[config.mk]
export PLATFORM = sky130hd
export DESIGN_NAME = uart_rx_status_parity_timing
export DESIGN_NICKNAME = d
export VERILOG_FILES = /design/src/uart_status_pkg.sv /design/src/uart_check_bit.sv /design/src/uart_rx_status_parity_timing.sv
export SDC_FILE = /design/constraint.sdc
export NUM_CORES = 1
export LEC_CHECK = 0
export BUFFER_PORTS_ARGS = -buffer_cell sky130_fd_sc_hd__buf_2
export CAP_MARGIN = 0
export CELL_PAD_IN_SITES_DETAIL_PLACEMENT = 0
export CELL_PAD_IN_SITES_GLOBAL_PLACEMENT = 2
export CORE_ASPECT_RATIO = 2
export CORE_MARGIN = 10
export CORE_UTILIZATION = 35
export CTS_CLUSTER_DIAMETER = 60
export CTS_CLUSTER_SIZE = 25
export DETAILED_ROUTE_END_ITERATION = 8
export GPL_ROUTABILITY_DRIVEN = 0
export GPL_TIMING_DRIVEN = 0
export PLACE_DENSITY = 0.95
export SYNTH_ARGS = -nofsm -noshare
export SYNTH_HDL_FRONTEND = slang
export SYNTH_SLANG_ARGS = --single-unit
[constraint.sdc]
create_clock -name SYS_CLK -period 5.2 [get_ports SYS_CLK]
set_input_delay 0 -clock SYS_CLK [delete_from_list [all_inputs] [get_ports SYS_CLK]]
set_output_delay 0 -clock SYS_CLK [all_outputs]
set_load 0.005 [all_outputs]
[src/uart_status_pkg.sv]
// constants for the serial status, check-bit and timing block
package uart_status_pkg;
  // check_bit_kind field encodings
  localparam logic [2:0] CHK_EVEN      = 3'h0;
  localparam logic [2:0] CHK_ODD       = 3'h1;
  localparam logic [2:0] CHK_SPACE     = 3'h2;
  localparam logic [2:0] CHK_MARK      = 3'h3;
  localparam logic [2:0] CHK_NONE      = 3'h4;
  localparam logic [2:0] CHK_MULTI_A   = 3'h6;
  localparam logic [2:0] CHK_MULTI_B   = 3'h7;
  localparam int         CHK_W         = 3;
  localparam int         DATA_W        = 9;
  localparam int         GAP_W         = 8;
  localparam int         IDLE_W        = 16;
  localparam int         FLAG_W        = 5;
  // flag vector positions for the interrupt enables
  localparam int         FLG_RXAVAIL   = 0;
  localparam int         FLG_OVERWRITE = 1;
  localparam int         FLG_CHKERR    = 2;
  localparam int         FLG_TXFREE    = 3;
  localparam int         FLG_IDLE      = 4;
  localparam logic [DATA_W-1:0] RHR_RESET = 9'h000;
  localparam logic [GAP_W-1:0]  GAP_ZERO  = 8'h00;
  localparam logic [IDLE_W-1:0] IDLE_ZERO = 16'h0000;
endpackage

[src/uart_check_bit.sv]
// check-bit generator and checker for one character
`timescale 1ns/1ps
`default_nettype none
module uart_check_bit
  import uart_status_pkg::*;
(
  input  wire logic [CHK_W-1:0]  kind,
  input  wire logic [DATA_W-1:0] data,
  input  wire logic              addr_mark,
  input  wire logic              rx_bit,
  output logic                   tx_bit,
  output logic                   tx_has_bit,
  output logic                   rx_error
);
  logic ones_odd;
  assign ones_odd = ^data;

  always_comb begin
    tx_bit     = 1'b0;
    tx_has_bit = 1'b1;
    rx_error   = 1'b0;
    case (kind)
      CHK_EVEN: begin
        tx_bit   = ones_odd;
        rx_error = rx_bit != ones_odd;
      end
      CHK_ODD: begin
        tx_bit   = ~ones_odd;
        rx_error = rx_bit != ~ones_odd;
      end
      CHK_MARK: begin
        tx_bit   = 1'b1;
        rx_error = ~rx_bit;
      end
      CHK_SPACE: begin
        tx_bit   = 1'b0;
        rx_error = rx_bit;
      end
      CHK_MULTI_A, CHK_MULTI_B: begin
        tx_bit   = addr_mark;
        rx_error = rx_bit;
      end
      default: begin
        tx_has_bit = 1'b0;
        rx_error   = 1'b0;
      end
    endcase
  end
endmodule
`default_nettype wire

[src/uart_rx_status_parity_timing.sv]
// character status, check bits, transmit gap and receive idle time-out
//
// What this block does
// - completed character stored, available flag set
// - completion while available sets overwrite, stores
// - clear-flags command clears overwrite error
// - five check-bit kinds plus multidrop selection
// - even check bit generated and checked
// - odd check bit generated and checked
// - mark sends one, zero received is error
// - space sends zero, one received is error
// - none sends no bit, never errors
// - check-bit error sticky until clear-flags
// - kinds six and seven select multidrop
// - multidrop data bit zero, address one
// - multidrop high received bit flags error
// - address-send marks only next written byte
// - zero gap length inserts no gap
// - nonzero gap holds line high N bits
// - holding-free stays low through gap while a character waits
// - transmitter idle low until gap ends
// - zero idle limit disables idle time-out
// - idle counter loads, decrements per bit, reloads
// - counter reaching zero raises idle-expired
// - idle-wait freezes counter until next character
// - idle-rearm reloads and counts immediately
`timescale 1ns/1ps
`default_nettype none
module uart_rx_status_parity_timing
  import uart_status_pkg::*;
(
  input  wire logic                                SYS_CLK,
  input  wire logic                                NRST,
  input  wire logic                                BIT_TICK,
  input  wire logic                                RX_DONE,
  input  wire logic [uart_status_pkg::DATA_W-1:0]  RX_DATA,
  input  wire logic                                RX_CHK_BIT,
  input  wire logic                                RX_READ,
  input  wire logic [uart_status_pkg::CHK_W-1:0]   CHECK_BIT_KIND,
  input  wire logic [uart_status_pkg::GAP_W-1:0]   TX_GAP_LENGTH,
  input  wire logic [uart_status_pkg::IDLE_W-1:0]  RX_IDLE_LIMIT,
  input  wire logic                                CLEAR_FLAGS_CMD,
  input  wire logic                                ADDRESS_SEND_CMD,
  input  wire logic                                IDLE_WAIT_CMD,
  input  wire logic                                IDLE_REARM_CMD,
  input  wire logic [uart_status_pkg::FLAG_W-1:0]  IRQ_ENABLE,
  input  wire logic                                TX_WRITE,
  input  wire logic [uart_status_pkg::DATA_W-1:0]  TX_WRITE_DATA,
  input  wire logic                                TX_SHIFT_DONE,
  output logic                                     TX_START,
  output logic      [uart_status_pkg::DATA_W-1:0]  TX_DATA,
  output logic                                     TX_CHK_BIT,
  output logic                                     TX_CHK_EN,
  output logic                                     TX_LINE_HOLD,
  output logic      [uart_status_pkg::DATA_W-1:0]  RX_HOLDING_REG,
  output logic                                     RX_CHAR_AVAIL_FLAG,
  output logic                                     OVERWRITE_ERROR_FLAG,
  output logic                                     CHECK_BIT_ERROR_FLAG,
  output logic                                     TX_HOLDING_FREE_FLAG,
  output logic                                     TX_IDLE_FLAG,
  output logic                                     IDLE_EXPIRED_FLAG,
  output logic                                     IRQ
);
  import uart_status_pkg::*;

  // ----------------------------------------------------------------
  // reset release
  // ----------------------------------------------------------------
  logic rst_meta;
  logic rst_n;
  always_ff @(posedge SYS_CLK or negedge NRST) begin
    if (!NRST) begin
      rst_meta <= 1'b0;
      rst_n    <= 1'b0;
    end else begin
      rst_meta <= 1'b1;
      rst_n    <= rst_meta;
    end
  end

  // ----------------------------------------------------------------
  // check-bit units, one for the receive check and one for transmit generation
  // ----------------------------------------------------------------
  logic [DATA_W-1:0] tx_hold;
  logic              tx_hold_addr;
  logic              rx_err_now;
  logic              rx_chk_unused;
  logic              tx_bit_now;
  logic              tx_has_now;
  logic              rx_unused_has;

  uart_check_bit u_rx_chk (
    .kind       (CHECK_BIT_KIND),
    .data       (RX_DATA),
    .addr_mark  (1'b0),
    .rx_bit     (RX_CHK_BIT),
    .tx_bit     (rx_chk_unused),
    .tx_has_bit (rx_unused_has),
    .rx_error   (rx_err_now)
  );

  uart_check_bit u_tx_chk (
    .kind       (CHECK_BIT_KIND),
    .data       (tx_hold),
    .addr_mark  (tx_hold_addr),
    .rx_bit     (1'b0),
    .tx_bit     (tx_bit_now),
    .tx_has_bit (tx_has_now),
    .rx_error   ()
  );

  // ----------------------------------------------------------------
  // receive status
  // ----------------------------------------------------------------
  always_ff @(posedge SYS_CLK or negedge rst_n) begin
    if (!rst_n) begin
      RX_HOLDING_REG <= RHR_RESET;
    end else if (RX_DONE) begin
      RX_HOLDING_REG <= RX_DATA;
    end
  end

  // a completion in the read cycle wins: the new character is unread
  always_ff @(posedge SYS_CLK or negedge rst_n) begin
    if (!rst_n) begin
      RX_CHAR_AVAIL_FLAG <= 1'b0;
    end else if (RX_DONE) begin
      RX_CHAR_AVAIL_FLAG <= 1'b1;
    end else if (RX_READ) begin
      RX_CHAR_AVAIL_FLAG <= 1'b0;
    end
  end

  always_ff @(posedge SYS_CLK or negedge rst_n) begin
    if (!rst_n) begin
      OVERWRITE_ERROR_FLAG <= 1'b0;
    end else if (RX_DONE && RX_CHAR_AVAIL_FLAG) begin
      OVERWRITE_ERROR_FLAG <= 1'b1;
    end else if (CLEAR_FLAGS_CMD) begin
      OVERWRITE_ERROR_FLAG <= 1'b0;
    end
  end

  always_ff @(posedge SYS_CLK or negedge rst_n) begin
    if (!rst_n) begin
      CHECK_BIT_ERROR_FLAG <= 1'b0;
    end else if (RX_DONE && rx_err_now) begin
      CHECK_BIT_ERROR_FLAG <= 1'b1;
    end else if (CLEAR_FLAGS_CMD) begin
      CHECK_BIT_ERROR_FLAG <= 1'b0;
    end
  end

  // ----------------------------------------------------------------
  // transmit holding, address marking and gap
  // ----------------------------------------------------------------
  typedef enum logic [2:0] {
    TX_IDLE  = 3'b001,
    TX_SHIFT = 3'b010,
    TX_GAP   = 3'b100
  } tx_state_t;

  tx_state_t         tx_state;
  logic              hold_full;
  logic              addr_pending;
  logic [GAP_W-1:0]  gap_count;
  logic              launch;

  // a new character leaves only once shifter and gap are both done
  assign launch = hold_full && (tx_state == TX_IDLE);

  always_ff @(posedge SYS_CLK or negedge rst_n) begin
    if (!rst_n) begin
      addr_pending <= 1'b0;
    end else if (TX_WRITE && !hold_full) begin
      // an accepted write consumes the mark, even one issued in the same cycle
      addr_pending <= 1'b0;
    end else if (ADDRESS_SEND_CMD) begin
      addr_pending <= 1'b1;
    end
  end

  // writes into an occupied holding register are dropped
  always_ff @(posedge SYS_CLK or negedge rst_n) begin
    if (!rst_n) begin
      hold_full    <= 1'b0;
      tx_hold      <= RHR_RESET;
      tx_hold_addr <= 1'b0;
    end else if (TX_WRITE && !hold_full) begin
      hold_full    <= 1'b1;
      tx_hold      <= TX_WRITE_DATA;
      tx_hold_addr <= addr_pending || ADDRESS_SEND_CMD;
    end else if (launch) begin
      hold_full    <= 1'b0;
    end
  end

  always_ff @(posedge SYS_CLK or negedge rst_n) begin
    if (!rst_n) begin
      tx_state  <= TX_IDLE;
      gap_count <= GAP_ZERO;
    end else begin
      case (tx_state)
        TX_IDLE: begin
          if (launch) begin
            tx_state <= TX_SHIFT;
          end
        end
        TX_SHIFT: begin
          if (TX_SHIFT_DONE) begin
            if (TX_GAP_LENGTH == GAP_ZERO) begin
              tx_state <= TX_IDLE;
            end else begin
              tx_state  <= TX_GAP;
              gap_count <= TX_GAP_LENGTH;
            end
          end
        end
        TX_GAP: begin
          if (BIT_TICK) begin
            gap_count <= gap_count - 8'h01;
            if (gap_count == 8'h01) begin
              tx_state <= TX_IDLE;
            end
          end
        end
        default: begin
          tx_state <= TX_IDLE;
        end
      endcase
    end
  end

  always_ff @(posedge SYS_CLK or negedge rst_n) begin
    if (!rst_n) begin
      TX_START     <= 1'b0;
      TX_DATA      <= RHR_RESET;
      TX_CHK_BIT   <= 1'b0;
      TX_CHK_EN    <= 1'b0;
    end else begin
      TX_START <= launch;
      if (launch) begin
        TX_DATA    <= tx_hold;
        TX_CHK_BIT <= tx_bit_now;
        TX_CHK_EN  <= tx_has_now;
      end
    end
  end

  always_ff @(posedge SYS_CLK or negedge rst_n) begin
    if (!rst_n) begin
      TX_LINE_HOLD         <= 1'b0;
      TX_HOLDING_FREE_FLAG <= 1'b1;
      TX_IDLE_FLAG         <= 1'b1;
    end else begin
      TX_LINE_HOLD         <= (tx_state == TX_GAP);
      TX_HOLDING_FREE_FLAG <= (!hold_full || launch) && !TX_WRITE;
      TX_IDLE_FLAG         <= (tx_state == TX_IDLE) && !hold_full && !TX_WRITE;
    end
  end

  // ----------------------------------------------------------------
  // receive idle time-out
  // ----------------------------------------------------------------
  logic [IDLE_W-1:0] idle_count;
  logic              idle_run;

  always_ff @(posedge SYS_CLK or negedge rst_n) begin
    if (!rst_n) begin
      idle_count <= IDLE_ZERO;
      idle_run   <= 1'b0;
    end else if (RX_IDLE_LIMIT == IDLE_ZERO) begin
      idle_run   <= 1'b0;
      idle_count <= IDLE_ZERO;
    end else if (IDLE_REARM_CMD) begin
      idle_count <= RX_IDLE_LIMIT;
      idle_run   <= 1'b1;
    end else if (RX_DONE) begin
      idle_count <= RX_IDLE_LIMIT;
      idle_run   <= 1'b1;
    end else if (IDLE_WAIT_CMD) begin
      idle_run   <= 1'b0;
    end else if (idle_run && BIT_TICK) begin
      idle_count <= idle_count - 16'h0001;
      if (idle_count == 16'h0001) begin
        idle_run <= 1'b0;
      end
    end
  end

  logic idle_hit;
  assign idle_hit = idle_run && BIT_TICK && (idle_count == 16'h0001)
                    && !RX_DONE && !IDLE_REARM_CMD && !IDLE_WAIT_CMD
                    && (RX_IDLE_LIMIT != IDLE_ZERO);

  always_ff @(posedge SYS_CLK or negedge rst_n) begin
    if (!rst_n) begin
      IDLE_EXPIRED_FLAG <= 1'b0;
    end else if (RX_IDLE_LIMIT == IDLE_ZERO) begin
      IDLE_EXPIRED_FLAG <= 1'b0;
    end else if (idle_hit) begin
      IDLE_EXPIRED_FLAG <= 1'b1;
    end else if (IDLE_WAIT_CMD || IDLE_REARM_CMD) begin
      IDLE_EXPIRED_FLAG <= 1'b0;
    end
  end

  // ----------------------------------------------------------------
  // interrupt request
  // ----------------------------------------------------------------
  logic [FLAG_W-1:0] flags;
  assign flags[FLG_RXAVAIL]   = RX_CHAR_AVAIL_FLAG;
  assign flags[FLG_OVERWRITE] = OVERWRITE_ERROR_FLAG;
  assign flags[FLG_CHKERR]    = CHECK_BIT_ERROR_FLAG;
  assign flags[FLG_TXFREE]    = TX_HOLDING_FREE_FLAG;
  assign flags[FLG_IDLE]      = IDLE_EXPIRED_FLAG;

  always_ff @(posedge SYS_CLK or negedge rst_n) begin
    if (!rst_n) begin
      IRQ <= 1'b0;
    end else begin
      IRQ <= |(flags & IRQ_ENABLE);
    end
  end
endmodule
`default_nettype wire

# --- Word-level counts from Yosys, hierarchy flattened ---
# Cells that the tools add are included.
classes:
  add_sub_neg: 2
  mul: 0
  n_div: 0
  magnitude_cmp: 0
  eq_ne: 18
  shift: 0
  mux: 36
  bitwise: 4
  reduce_logical: 45
ops:
  columns: ["op", "count"]
  rows:
  - ["16-bit two-way mux", 5]
  - ["8-bit two-way mux", 3]
  - ["1-bit two-way mux", 19]
  - ["9-bit parity", 2]
  - ["16-bit by 1-bit equality test with 1-bit output, second input constant", 1]
  - ["16-bit logical NOT", 1]
  - ["8-bit one-hot mux with 2 select lines", 1]
  - ["16-bit nonzero test", 1]
  - ["16-bit by 1-bit subtractor with 16-bit output, second input constant", 1]
  - ["3-bit two-way mux", 5]
  - ["1-bit logical AND", 13]
  - ["2-bit nonzero test", 6]
  - ["2-bit inequality test, second input constant", 5]
  - ["5-bit nonzero test", 2]
  - ["3-bit by 2-bit equality test with 1-bit output, second input constant", 3]
  - ["3-bit equality test, second input constant", 3]
  - ["3-bit one-hot mux with 3 select lines", 1]
  - ["8-bit by 1-bit equality test with 1-bit output, second input constant", 1]
  - ["8-bit logical NOT", 1]
  - ["1-bit one-hot mux with 4 select lines", 2]
  - ["4-bit AND reduction", 2]
  - ["8-bit by 1-bit subtractor with 8-bit output, second input constant", 1]
  - ["3-bit by 1-bit equality test with 1-bit output, second input constant", 2]
  - ["6-bit OR reduction", 1]
  - ["13 further kinds", 23]
word_totals:
  register_bits: 71
  latch_bits: 0
  ramBits: 0
  romBits: 0
  in_bits: 62
  out_inout_bits: 29
  memories: 0

# --- Logic depth before layout (Yosys ltp) ---
# Gate-level depths: netlist of run 1.
logic_depth:
  word_depth: 8
  mapped_depth: 7
  mapped_depth_nobuf: 7

# --- Cells and area by module ---
# Synthesis of run 1 repeated with hierarchy kept, for this count alone.
unflattened:
  hier_cells: 348
  area_unflattened_um2: 3732.3
modules_own_cells:
  columns: ["module", "instances", "cells_each", "area_each_um2", "seq_area_each_um2"]
  rows:
  - ["uart_rx_status_parity_timing", 1, 302, 3337.0, 1780.5]
  - ["uart_check_bit", 2, 23, 197.7, 0.0]

# --- Worst setup path before layout of run 1 ---
# Ideal clock, no wire load.
synth_path:
  path_kind: "register to register"
  start: "register idle_count[6]"
  end: "register idle_count[12]"
  setup_time_ps: 137
  arrival_ps: 1801
  required_time_ps: 5063
  path_slack_ps: 3262
  path_stages_with_launch: 7
  n_path_buf: 1
  period_less_slack_ps: 1938
  path_cell_list: "dfrtp_1 > or4_4 > buf_6 > or3_4 > nor4_4 > xnor2_1 > a21oi_1"
synth_between:
  elab_chain_len: 6
synth_lines:
  columns: ["item", "line", "text"]
  rows:
  - ["start: declaration", "uart_rx_status_parity_timing.sv:265", "logic [IDLE_W-1:0] idle_count;"]
  - ["start signal: assignment", "uart_rx_status_parity_timing.sv:284", "idle_count <= idle_count - 16'h0001;"]
  - ["16-bit by 1-bit subtractor with 16-bit output", "uart_rx_status_parity_timing.sv:284", null]
  - ["16-bit two-way mux", "uart_rx_status_parity_timing.sv:283", "end else if (idle_run && BIT_TICK) begin"]
  - ["16-bit two-way mux", "uart_rx_status_parity_timing.sv:281", "end else if (IDLE_WAIT_CMD) begin"]
  - ["16-bit two-way mux", "uart_rx_status_parity_timing.sv:278", "end else if (RX_DONE) begin"]
  - ["16-bit two-way mux", "uart_rx_status_parity_timing.sv:275", "end else if (IDLE_REARM_CMD) begin"]
  - ["16-bit two-way mux", "uart_rx_status_parity_timing.sv:272", "end else if (RX_IDLE_LIMIT == IDLE_ZERO) begin"]
# Every way passes these cells. The select of a mux whose other input is x is not followed.
# A chain may end at the register's enable or synchronous reset.

# --- Worst setup path after layout of run 1 ---
layout_path:
  start: "register idle_count[6]"
  end: "register IDLE_EXPIRED_FLAG"
layout_between:
  elab_chain_len: 8
  word_cells_on_any_way: 9
  classes_between: "1 x eq/ne; 2 x mux; 6 x reduce/logical"
layout_lines:
  columns: ["item", "line", "text"]
  rows:
  - ["16-bit by 1-bit equality test with 1-bit output (*)", "uart_rx_status_parity_timing.sv:292", "assign idle_hit = idle_run && BIT_TICK && (idle_count == 16'h0001)"]
  - ["1-bit logical AND (*)", "uart_rx_status_parity_timing.sv:292", null]
  - ["1-bit logical AND (*) (3 in series)", "uart_rx_status_parity_timing.sv:293", "&& !RX_DONE && !IDLE_REARM_CMD && !IDLE_WAIT_CMD"]
  - ["1-bit logical AND (*)", "uart_rx_status_parity_timing.sv:294", "&& (RX_IDLE_LIMIT != IDLE_ZERO);"]
  - ["1-bit two-way mux", "uart_rx_status_parity_timing.sv:301", "end else if (idle_hit) begin"]
  - ["1-bit two-way mux", "uart_rx_status_parity_timing.sv:299", "end else if (RX_IDLE_LIMIT == IDLE_ZERO) begin"]
  - ["end signal: assignment", "uart_rx_status_parity_timing.sv:298", "IDLE_EXPIRED_FLAG <= 1'b0;"]
  - ["end signal: assignment", "uart_rx_status_parity_timing.sv:300", "IDLE_EXPIRED_FLAG <= 1'b0;"]
  - ["end signal: assignment", "uart_rx_status_parity_timing.sv:302", "IDLE_EXPIRED_FLAG <= 1'b1;"]
  - ["end: declaration", "uart_rx_status_parity_timing.sv:61", "output logic IDLE_EXPIRED_FLAG,"]
# Every way passes the cells marked *; elsewhere a longest branch is shown, timed or not.

==> results of run 1 <==
==> synthesized netlist by cell type, types with 3 or more instances <==
cell / number
a22oi_1: 4
nor3_1: 10
dfrtp_1: 68
xnor2_1: 17
nor2_1: 34
clkbuf_1: 13
nand4_1: 3
a31oi_1: 3
ha_1: 4
o21ai_0: 13
dfstp_2: 3
mux2_2: 18
nand2_1: 41
nand3_1: 8
a21oi_1: 21
a211oi_1: 6
nor2b_1: 4
xor2_1: 7
o21ai_1: 3
nor4_1: 14
inv_1: 12
==> worst min-delay path: stages <==
cell and delay, ps:
buf_2 90, a22oi_1 70, o21ai_0 140
==> stage by stage <==
stage	cell area [µm²]	setup slack [ps]
after floorplan	3533	3082
after global placement	4144	2220
after detailed placement	4148	3058
after CTS	4943	2515
after global routing	4943	2371
final	4943	2493
==> cell type report <==
cell class | count | area [µm²]
fillers | 958 | 4883
flip-flops and latches | 71 | 1784
multi-input cells | 254 | 1640
repair buffers | 136 | 915.9
clock buffers | 13 | 260.3
well taps | 132 | 165.2
clock inverters | 3 | 65.06
plain buffers | 15 | 63.81
inverters | 13 | 48.80
==> flip-flops by register name (all words and copies together) (netlist names), 3 cells and up <==
signal	cells
RX_HOLDING_REG	9
TX_DATA	9
gap_count	8
tx_hold	9
idle_count	16
tx_state	3
==> worst max-delay path by stage <==
stage             startpoint              endpoint  slack (ps)  depth (start not counted)
2_1_floorplan          rst_n  CHECK_BIT_ERROR_FLAG        3080                          0
3_3_place_gp           rst_n        idle_count[10]        2220                          0
3_5_place_dp   idle_count[6]     IDLE_EXPIRED_FLAG        3060                          6
4_1_cts        idle_count[6]     IDLE_EXPIRED_FLAG        2510                          7
5_1_grt        idle_count[6]     IDLE_EXPIRED_FLAG        2370                          7
6_report       idle_count[6]     IDLE_EXPIRED_FLAG        2490                          7
==> per-layer routing <==
layer | up-vias | wire, µm | GRT usage (%) | part of all wire, %
met4 | 0 | 295 | 6.734 | 2.9
li1 | 1542 | - | - | -
met5 | - | 0 | 0 | 0
met1 | 1530 | 3754 | 13.47 | 37
met3 | 18 | 324 | 2.955 | 3.2
met2 | 70 | 5831 | 27.81 | 57
==> logic make-up (layout without fill, tap and decap cells) <==
kind of cell	after synthesis	after routing	share of synthesized area, %
other	1	1	0.1061
AOI/OAI and AO/OA	68	68	12.08
DFF	71	71	50.39
adders and majority gates	4	4	1.416
muxes	20	20	6.303
and+or+nand+nor	135	135	19.26
buffers and inverters	28	180	3.187
xor gates and xnor gates	26	26	7.259
==> where the power goes <==
part / total [mW] / leakage, nW / internal, mW / switching, mW
registers: 0.864 / 0.834 / 0.721 / 0.142
logic: 0.650 / 1.21 / 0.349 / 0.301
clock network: 0.664 / 0.160 / 0.445 / 0.218
==> timing repair <==
action	in CTS	in global routing
resized for setup	0	0
hold endpoints to repair	47	0
hold buffers	47	0
==> results.cfg, run 1 <==
[routing]
wl_um = 10210
wire_per_inst_um = 16.02
num_vias = 3160
ant_nets = 0
drt_pass1_iterations = 4
viasPerCell = 4.961
drtIter0Drc = 88
drc = 0

[floorplan]
ios = 91
chipWidth_um = 91.05
fp.dieH_um = 162.1
rows = 51
initial_utilization_pct = 35.96
core_area_um2 = 9827
die_area_um2 = 14760

[critical_path]
crit_fanout = 7
r2r_end = IDLE_EXPIRED_FLAG
worstPathArrival_ps = 2970
critical-path-max-stage-delay_ps = 560
reg2reg_setup_slack_ps = 2490
slowest_stage = dlygate4sd3_1
crit_path_end_kind = flip-flop
critPathKind = reg -> reg
r2r_start = idle_count[6]
worst_setup_path_start_kind = flip-flop
ff2ff_path_depth = 7
crit_family = simple AND/OR/NAND/NOR gates
critPathBufInv = 2
crit_chain = or4_4, buf_6, nor4_1, nand3_1, o32a_1, nor3_1, dlygate4sd3_1
critPathRequiredTime_ps = 5470

[timing]
final-setup-viol-count = 0
max_freq_ghz = 0.3694
finalCritPeriodShare_pct = 52.07
finalCriticalPeriod_ps = 2707
setup-tns-final_ps = 0
tightestPinTransition_ps = 905.6
clock_skew_ps = 4.330
rsz0062_at_grt = no
timing.hold.ws_ps = 8.885
report.final.slew_viol_count = 0
hold_viol_final = 0
slew_headroom_pct = 39.63

[synth]
netlist_area_um2 = 3533
synth_edf_count = 0
synth-main-ff-cell = dfrtp_1
yosysUniqueCellTypes = 58
ys_ff_latch = 71
seq_area_frac_synth_pct = 50.39
ys_async_sr_fraction_pct = 100.0
yosysWarnings = 0
netlist.area_leader.share_pct = 48.16
syn-instance-count = 353
avgSynthCellArea_um2 = 10.01
syn_nets = 419
ys_top_cells_by_area = dfrtp_1, mux2_2, nand2_1
synth.largest_area_cell = dfrtp_1

[flow_run]
maxCapViolations = 0

[clock_tree]
clkSinkCount = 71
insertion_delay_ps = 330
root_buffer = clkbuf_16
numCtsBuffers = 9
cts_max_level = 3
clock_path_buffers = 2
cts_tree = built
postCtsSetupRepairBufs = 0
clkTransAtPathRegs_ps = 50

[cells_and_area]
layout-drive-gt1-share_pct = 26.14
post-route-util_pct = 50.31
syn2layout_area_growth_pct = 39.91
nets = 566
final-instance-count-excl-fill = 637
layout_commonest_cell = buf_2
final_cell_mix = buf_2, dfrtp_1, dlygate4sd3_1
antenna_cells = 0

[hold_path]
min_path_cells = 3
hp-class = in -> reg
holdPathEnd = gap_count[5]
hp-start = TX_GAP_LENGTH[5]

[placed_design]
io_buffers = 89
dp_hpwl_um = 7691
dp_cells = 574

[grt]
grt_pass1_vias = 3474
antenna_found_initial = 0
grt_pass1_wl_um = 16910
grt_max_degree = 70
grt_util_all_layers_pct = 14.23
overflow = 0

[pwr]
leakage_nw = 2.207
peakVddDrop_mv = 0.2175
power_mw = 2.177
powerDensity_nw_per_um2 = 440.4

[run_status]
status = completed
Power figures use the tool's default switching activity.
==> inputs of run 2 (changes only) <==
CORE_UTILIZATION = 32   (was 35)
PLACE_DENSITY = 0.9   (was 0.95)
clock period = 2.69 ns   (was 5.2 ns; I/O delays follow)
==> results.cfg, run 2 (synthesis gave the netlist of run 1 again) <==
[run_status]
status = completed

[clock_tree]
root_buffer = clkbuf_16
insertion_delay_ps = 330
clock_path_buffers = 2
numCtsBuffers = 9
cts_tree = built
clkTransAtPathRegs_ps = 60
clkSinkCount = 71
cts_max_level = 3

[timing]
finalCriticalPeriod_ps = 2527
finalCritPeriodShare_pct = 93.95
hold_viol_final = 0
max_freq_ghz = 0.3957
setup-tns-final_ps = 0
slew_headroom_pct = 57.48
clock_skew_ps = 6.809
final-setup-viol-count = 0
tightestPinTransition_ps = 631.9
rsz0062_at_grt = no
report.final.slew_viol_count = 0

[placed_design]
dp_hpwl_um = 7950
dp_cells = 583
io_buffers = 89

[cells_and_area]
final_cell_mix = buf_2, dfrtp_1, dlygate4sd3_1
nets = 566
fill_cells = 1053
antenna_cells = 0
layout_commonest_cell = buf_2
regMostFlops = idle_count
final-instance-count-excl-fill = 645
largest_register_ffs = 16
syn2layout_area_growth_pct = 40.23
layout-drive-gt1-share_pct = 26.53

[routing]
wl_um = 10400
ant_nets = 0
wire_per_inst_um = 16.13
drtIter0Drc = 105
viasPerCell = 4.898
drc = 0
drt_pass1_iterations = 4
num_vias = 3159

[critical_path]
crit_fanout = 7
critPathBufInv = 2
crit_chain = or4_4, buf_6, nor4_4, nand3_1, o32a_1, nor3_1, dlygate4sd3_1
worst_setup_path_start_kind = flip-flop
crit_family = simple AND/OR/NAND/NOR gates
critPathRequiredTime_ps = 2960
worstPathArrival_ps = 2800
critical-path-max-stage-delay_ps = 570
r2r_end = IDLE_EXPIRED_FLAG
r2r_start = idle_count[6]
ff2ff_path_depth = 7
slowest_stage = dlygate4sd3_1
reg2reg_setup_slack_ps = 160
critPathKind = reg -> reg
crit_path_end_kind = flip-flop

[hold_path]
holdPathEnd = idle_count[3]
hp-start = RX_IDLE_LIMIT[3]
min_path_cells = 3
hp-class = in -> reg

[pwr]
power_mw = 4.102
peakVddDrop_mv = 0.4988
powerDensity_nw_per_um2 = 828.0
leakage_nw = 2.190

[grt]
antenna_found_initial = 0
grt_util_all_layers_pct = 13.51
grt_pass1_vias = 3395
grt_max_degree = 69
grt_pass1_wl_um = 16760
overflow = 0

[floorplan]
fp.dieH_um = 168.6
core_area_um2 = 10880
die_area_um2 = 15900
initial_utilization_pct = 32.48
rows = 54
ios = 91
chipWidth_um = 94.30

[flow_run]
maxCapViolations = 0
-- run 2: worst max path at each step --
stage                            to  cells past startpoint     startpoint
2_1_floorplan  CHECK_BIT_ERROR_FLAG                      0          rst_n
3_3_place_gp          idle_count[2]                      0          rst_n
3_5_place_dp           gap_count[5]                      7    tx_state[0]
4_1_cts           IDLE_EXPIRED_FLAG                      7  idle_count[6]
5_1_grt           IDLE_EXPIRED_FLAG                      7  idle_count[6]
6_report          IDLE_EXPIRED_FLAG                      7  idle_count[6]
-- run 2: layout make-up --
cell class	count	area (µm²)	share of cell area [%]
Clock buffer	11	232.7	4.697
Buffer	15	63.81	1.288
Multi-Input combinational cell	254	1655	33.41
Timing Repair Buffer	136	933.4	18.84
Tap cell	140	175.2	3.535
Clock inverter	5	61.31	1.237
Inverter	13	48.80	0.9848
Sequential cell	71	1784	36.01
-- run 2: timing repair --
item,4_1_cts,5_1_grt
resized for setup,0,2
hold buffers,46,0
setup buffers,0,0
hold endpoints to repair,46,0
setup endpoints to repair,0,1
-- run 2: per-layer routing --
layer	vias to the layer above	track usage [%]	part of all wire, %
li1	1542	-	-
met1	1523	12.61	35
met2	71	25.33	58
met3	23	3.456	3.8
met4	0	7.243	3.5
met5	-	0	0
-- run 2: where the power goes --
group          internal (mW)  leakage [nW]  total (mW)  switching [mW]
Sequential              1.39         0.834        1.65           0.253
Combinational          0.677          1.22        1.28           0.604
Clock                  0.720         0.132        1.17           0.455
Total                   2.79          2.19        4.10            1.31
-- run 2: stage by stage --
step	worst slack, ps	cell area (µm²)	hold slack (ps)	utilization [%]
floorplan	571.7	3533	-295.6	-
global placement	-342.4	4154	-215.2	38.19
detailed placement	516.1	4185	-212.4	38.47
CTS	48.43	4940	0.7066	45.41
global route	21.37	4955	6.388	45.55
finish	162.7	4955	2.239	45.55
-- run 2: worst min-delay path, delay by kind of cell --
family | cells | cell delay, ps
buffers and inverters | 1 | 100
AOI/OAI and AO/OA | 1 | 60
and+or+nand+nor | 1 | 120
==> inputs of run 3 (changes only) <==
BUFFER_PORTS_ARGS = default   (was -buffer_cell sky130_fd_sc_hd__buf_2)
CORE_UTILIZATION = 38   (was 32)
DONT_BUFFER_PORTS = 1   (was default)
PLACE_DENSITY = 0.89   (was 0.9)
==> results.cfg, run 3 (synthesis gave the netlist of run 1 again) <==
[grt]
grt_util_all_layers_pct = 15.52
overflow = 0
grt_pass1_vias = 3270
grt_max_degree = 70
antenna_found_initial = 1
grt_pass1_wl_um = 16620

[pwr]
leakage_nw = 1.900
power_mw = 4.103
peakVddDrop_mv = 0.3762
powerDensity_nw_per_um2 = 890.1

[timing]
clock_skew_ps = 6.646
final-setup-viol-count = 0
fin_ws_ps = 242.4
report.final.slew_viol_count = 0
finalCritPeriodShare_pct = 90.99
rsz0062_at_grt = no
slew_headroom_pct = 38.80
finalCriticalPeriod_ps = 2448
tightestPinTransition_ps = 918.0
max_freq_ghz = 0.4086
hold_viol_final = 0

[clock_tree]
clock_path_buffers = 2
numCtsBuffers = 9
insertion_delay_ps = 330
clkSinkCount = 71
root_buffer = clkbuf_16
clkTransAtPathRegs_ps = 60
cts_max_level = 3
cts_tree = built
postCtsSetupRepairBufs = 0

[routing]
drc = 0
drtIter0Drc = 107
num_vias = 2942
ant_nets = 0
viasPerCell = 5.509
drt_pass1_iterations = 4
wire_per_inst_um = 19.60
wl_um = 10470

[flow_run]
maxCapViolations = 0

[critical_path]
crit_path_end_kind = flip-flop
critPathRequiredTime_ps = 2880
crit_fanout = 7
critPathLaunch = idle_count[6]
r2r_start = idle_count[6]
worstPathArrival_ps = 2630
critPathKind = reg -> reg
worst_setup_path_start_kind = flip-flop

[floorplan]
chipWidth_um = 88.19
die_area_um2 = 13790
ios = 91
fp.dieH_um = 156.4
rows = 49
initial_utilization_pct = 39.21
core_area_um2 = 9012

[placed_design]
io_buffers = 0
dp_hpwl_um = 7500
place_ws_ps = 522.6

[cells_and_area]
layout-drive-gt1-share_pct = 10.21
syn2layout_area_growth_pct = 30.45
layout_commonest_cell = dfrtp_1
nets = 492
post-route-util_pct = 51.15
final_cell_mix = dfrtp_1, dlygate4sd3_1, nand2_1
regMostFlops = idle_count
largest_register_ffs = 16

[hold_path]
hp-class = in -> reg
hp-start = TX_GAP_LENGTH[0]

[run_status]
status = completed
## run 3: power by group
group	total, mW	internal [mW]	switching [mW]
Combinational	1.14	0.604	0.533
Clock	1.26	0.814	0.442
Sequential	1.71	1.39	0.316
Total	4.10	2.81	1.29
## run 3: timing repair
action | in CTS | in global routing
setup endpoints to repair | 0 | 1
resized for setup | 0 | 1
hold buffers | 62 | 0
hold endpoints to repair | 60 | 0
## run 3: final timing paths
check	endpoint	slack (ps)	cells after the start
max	idle_run	240	7
min	tx_state[2]	20	4
max reg2reg	idle_run	240	7
min reg2reg	rst_n	360	0
max in group asynchronous	idle_count[13]	1620	0
min in group asynchronous	rst_n	440	2
## run 3: critical path: stages (launching register included)
cell,delay (ps)
dfrtp_1,440
or4_4,500
buf_6,150
nor4_2,260
nand3_1,170
o21ai_1,160
dlygate4sd3_1,560
a21oi_1,60
## run 3: cell type report
| class | count | area (µm²) |
|---|---|---|
| fillers | 824 | 4403 |
| clock buffers | 11 | 232.7 |
| well taps | 102 | 127.6 |
| diodes | 1 | 2.502 |
| plain buffers | 15 | 63.81 |
| clock inverters | 5 | 82.58 |
| repair buffers | 62 | 620.6 |
| inverters | 13 | 48.80 |
| flip-flops and latches | 71 | 1784 |
| multi-input cells | 254 | 1647 |
## run 3: per-stage QoR
stage                     TNS [ps]  instance area [µm²]  std cells  hold WS [ps]
after detailed placement         0                 3665        455        -295.5
after global placement      -17170                 3661        455        -295.5
after global routing             0                 4609        534         33.39
final                            0                 4609        534         18.84
after floorplan                  0                 3533        353        -295.6
after CTS                        0                 4601        533         10.71
## run 3: routing by layer
metal	vias up	part of all wire, %	global-route usage [%]	wire length, µm
li1	1397	-	-	-
met1	1426	33	14.37	3414
met2	89	56	28.45	5908
met3	30	7.4	4.836	775
met4	0	3.5	8.565	370
met5	-	0	0	0
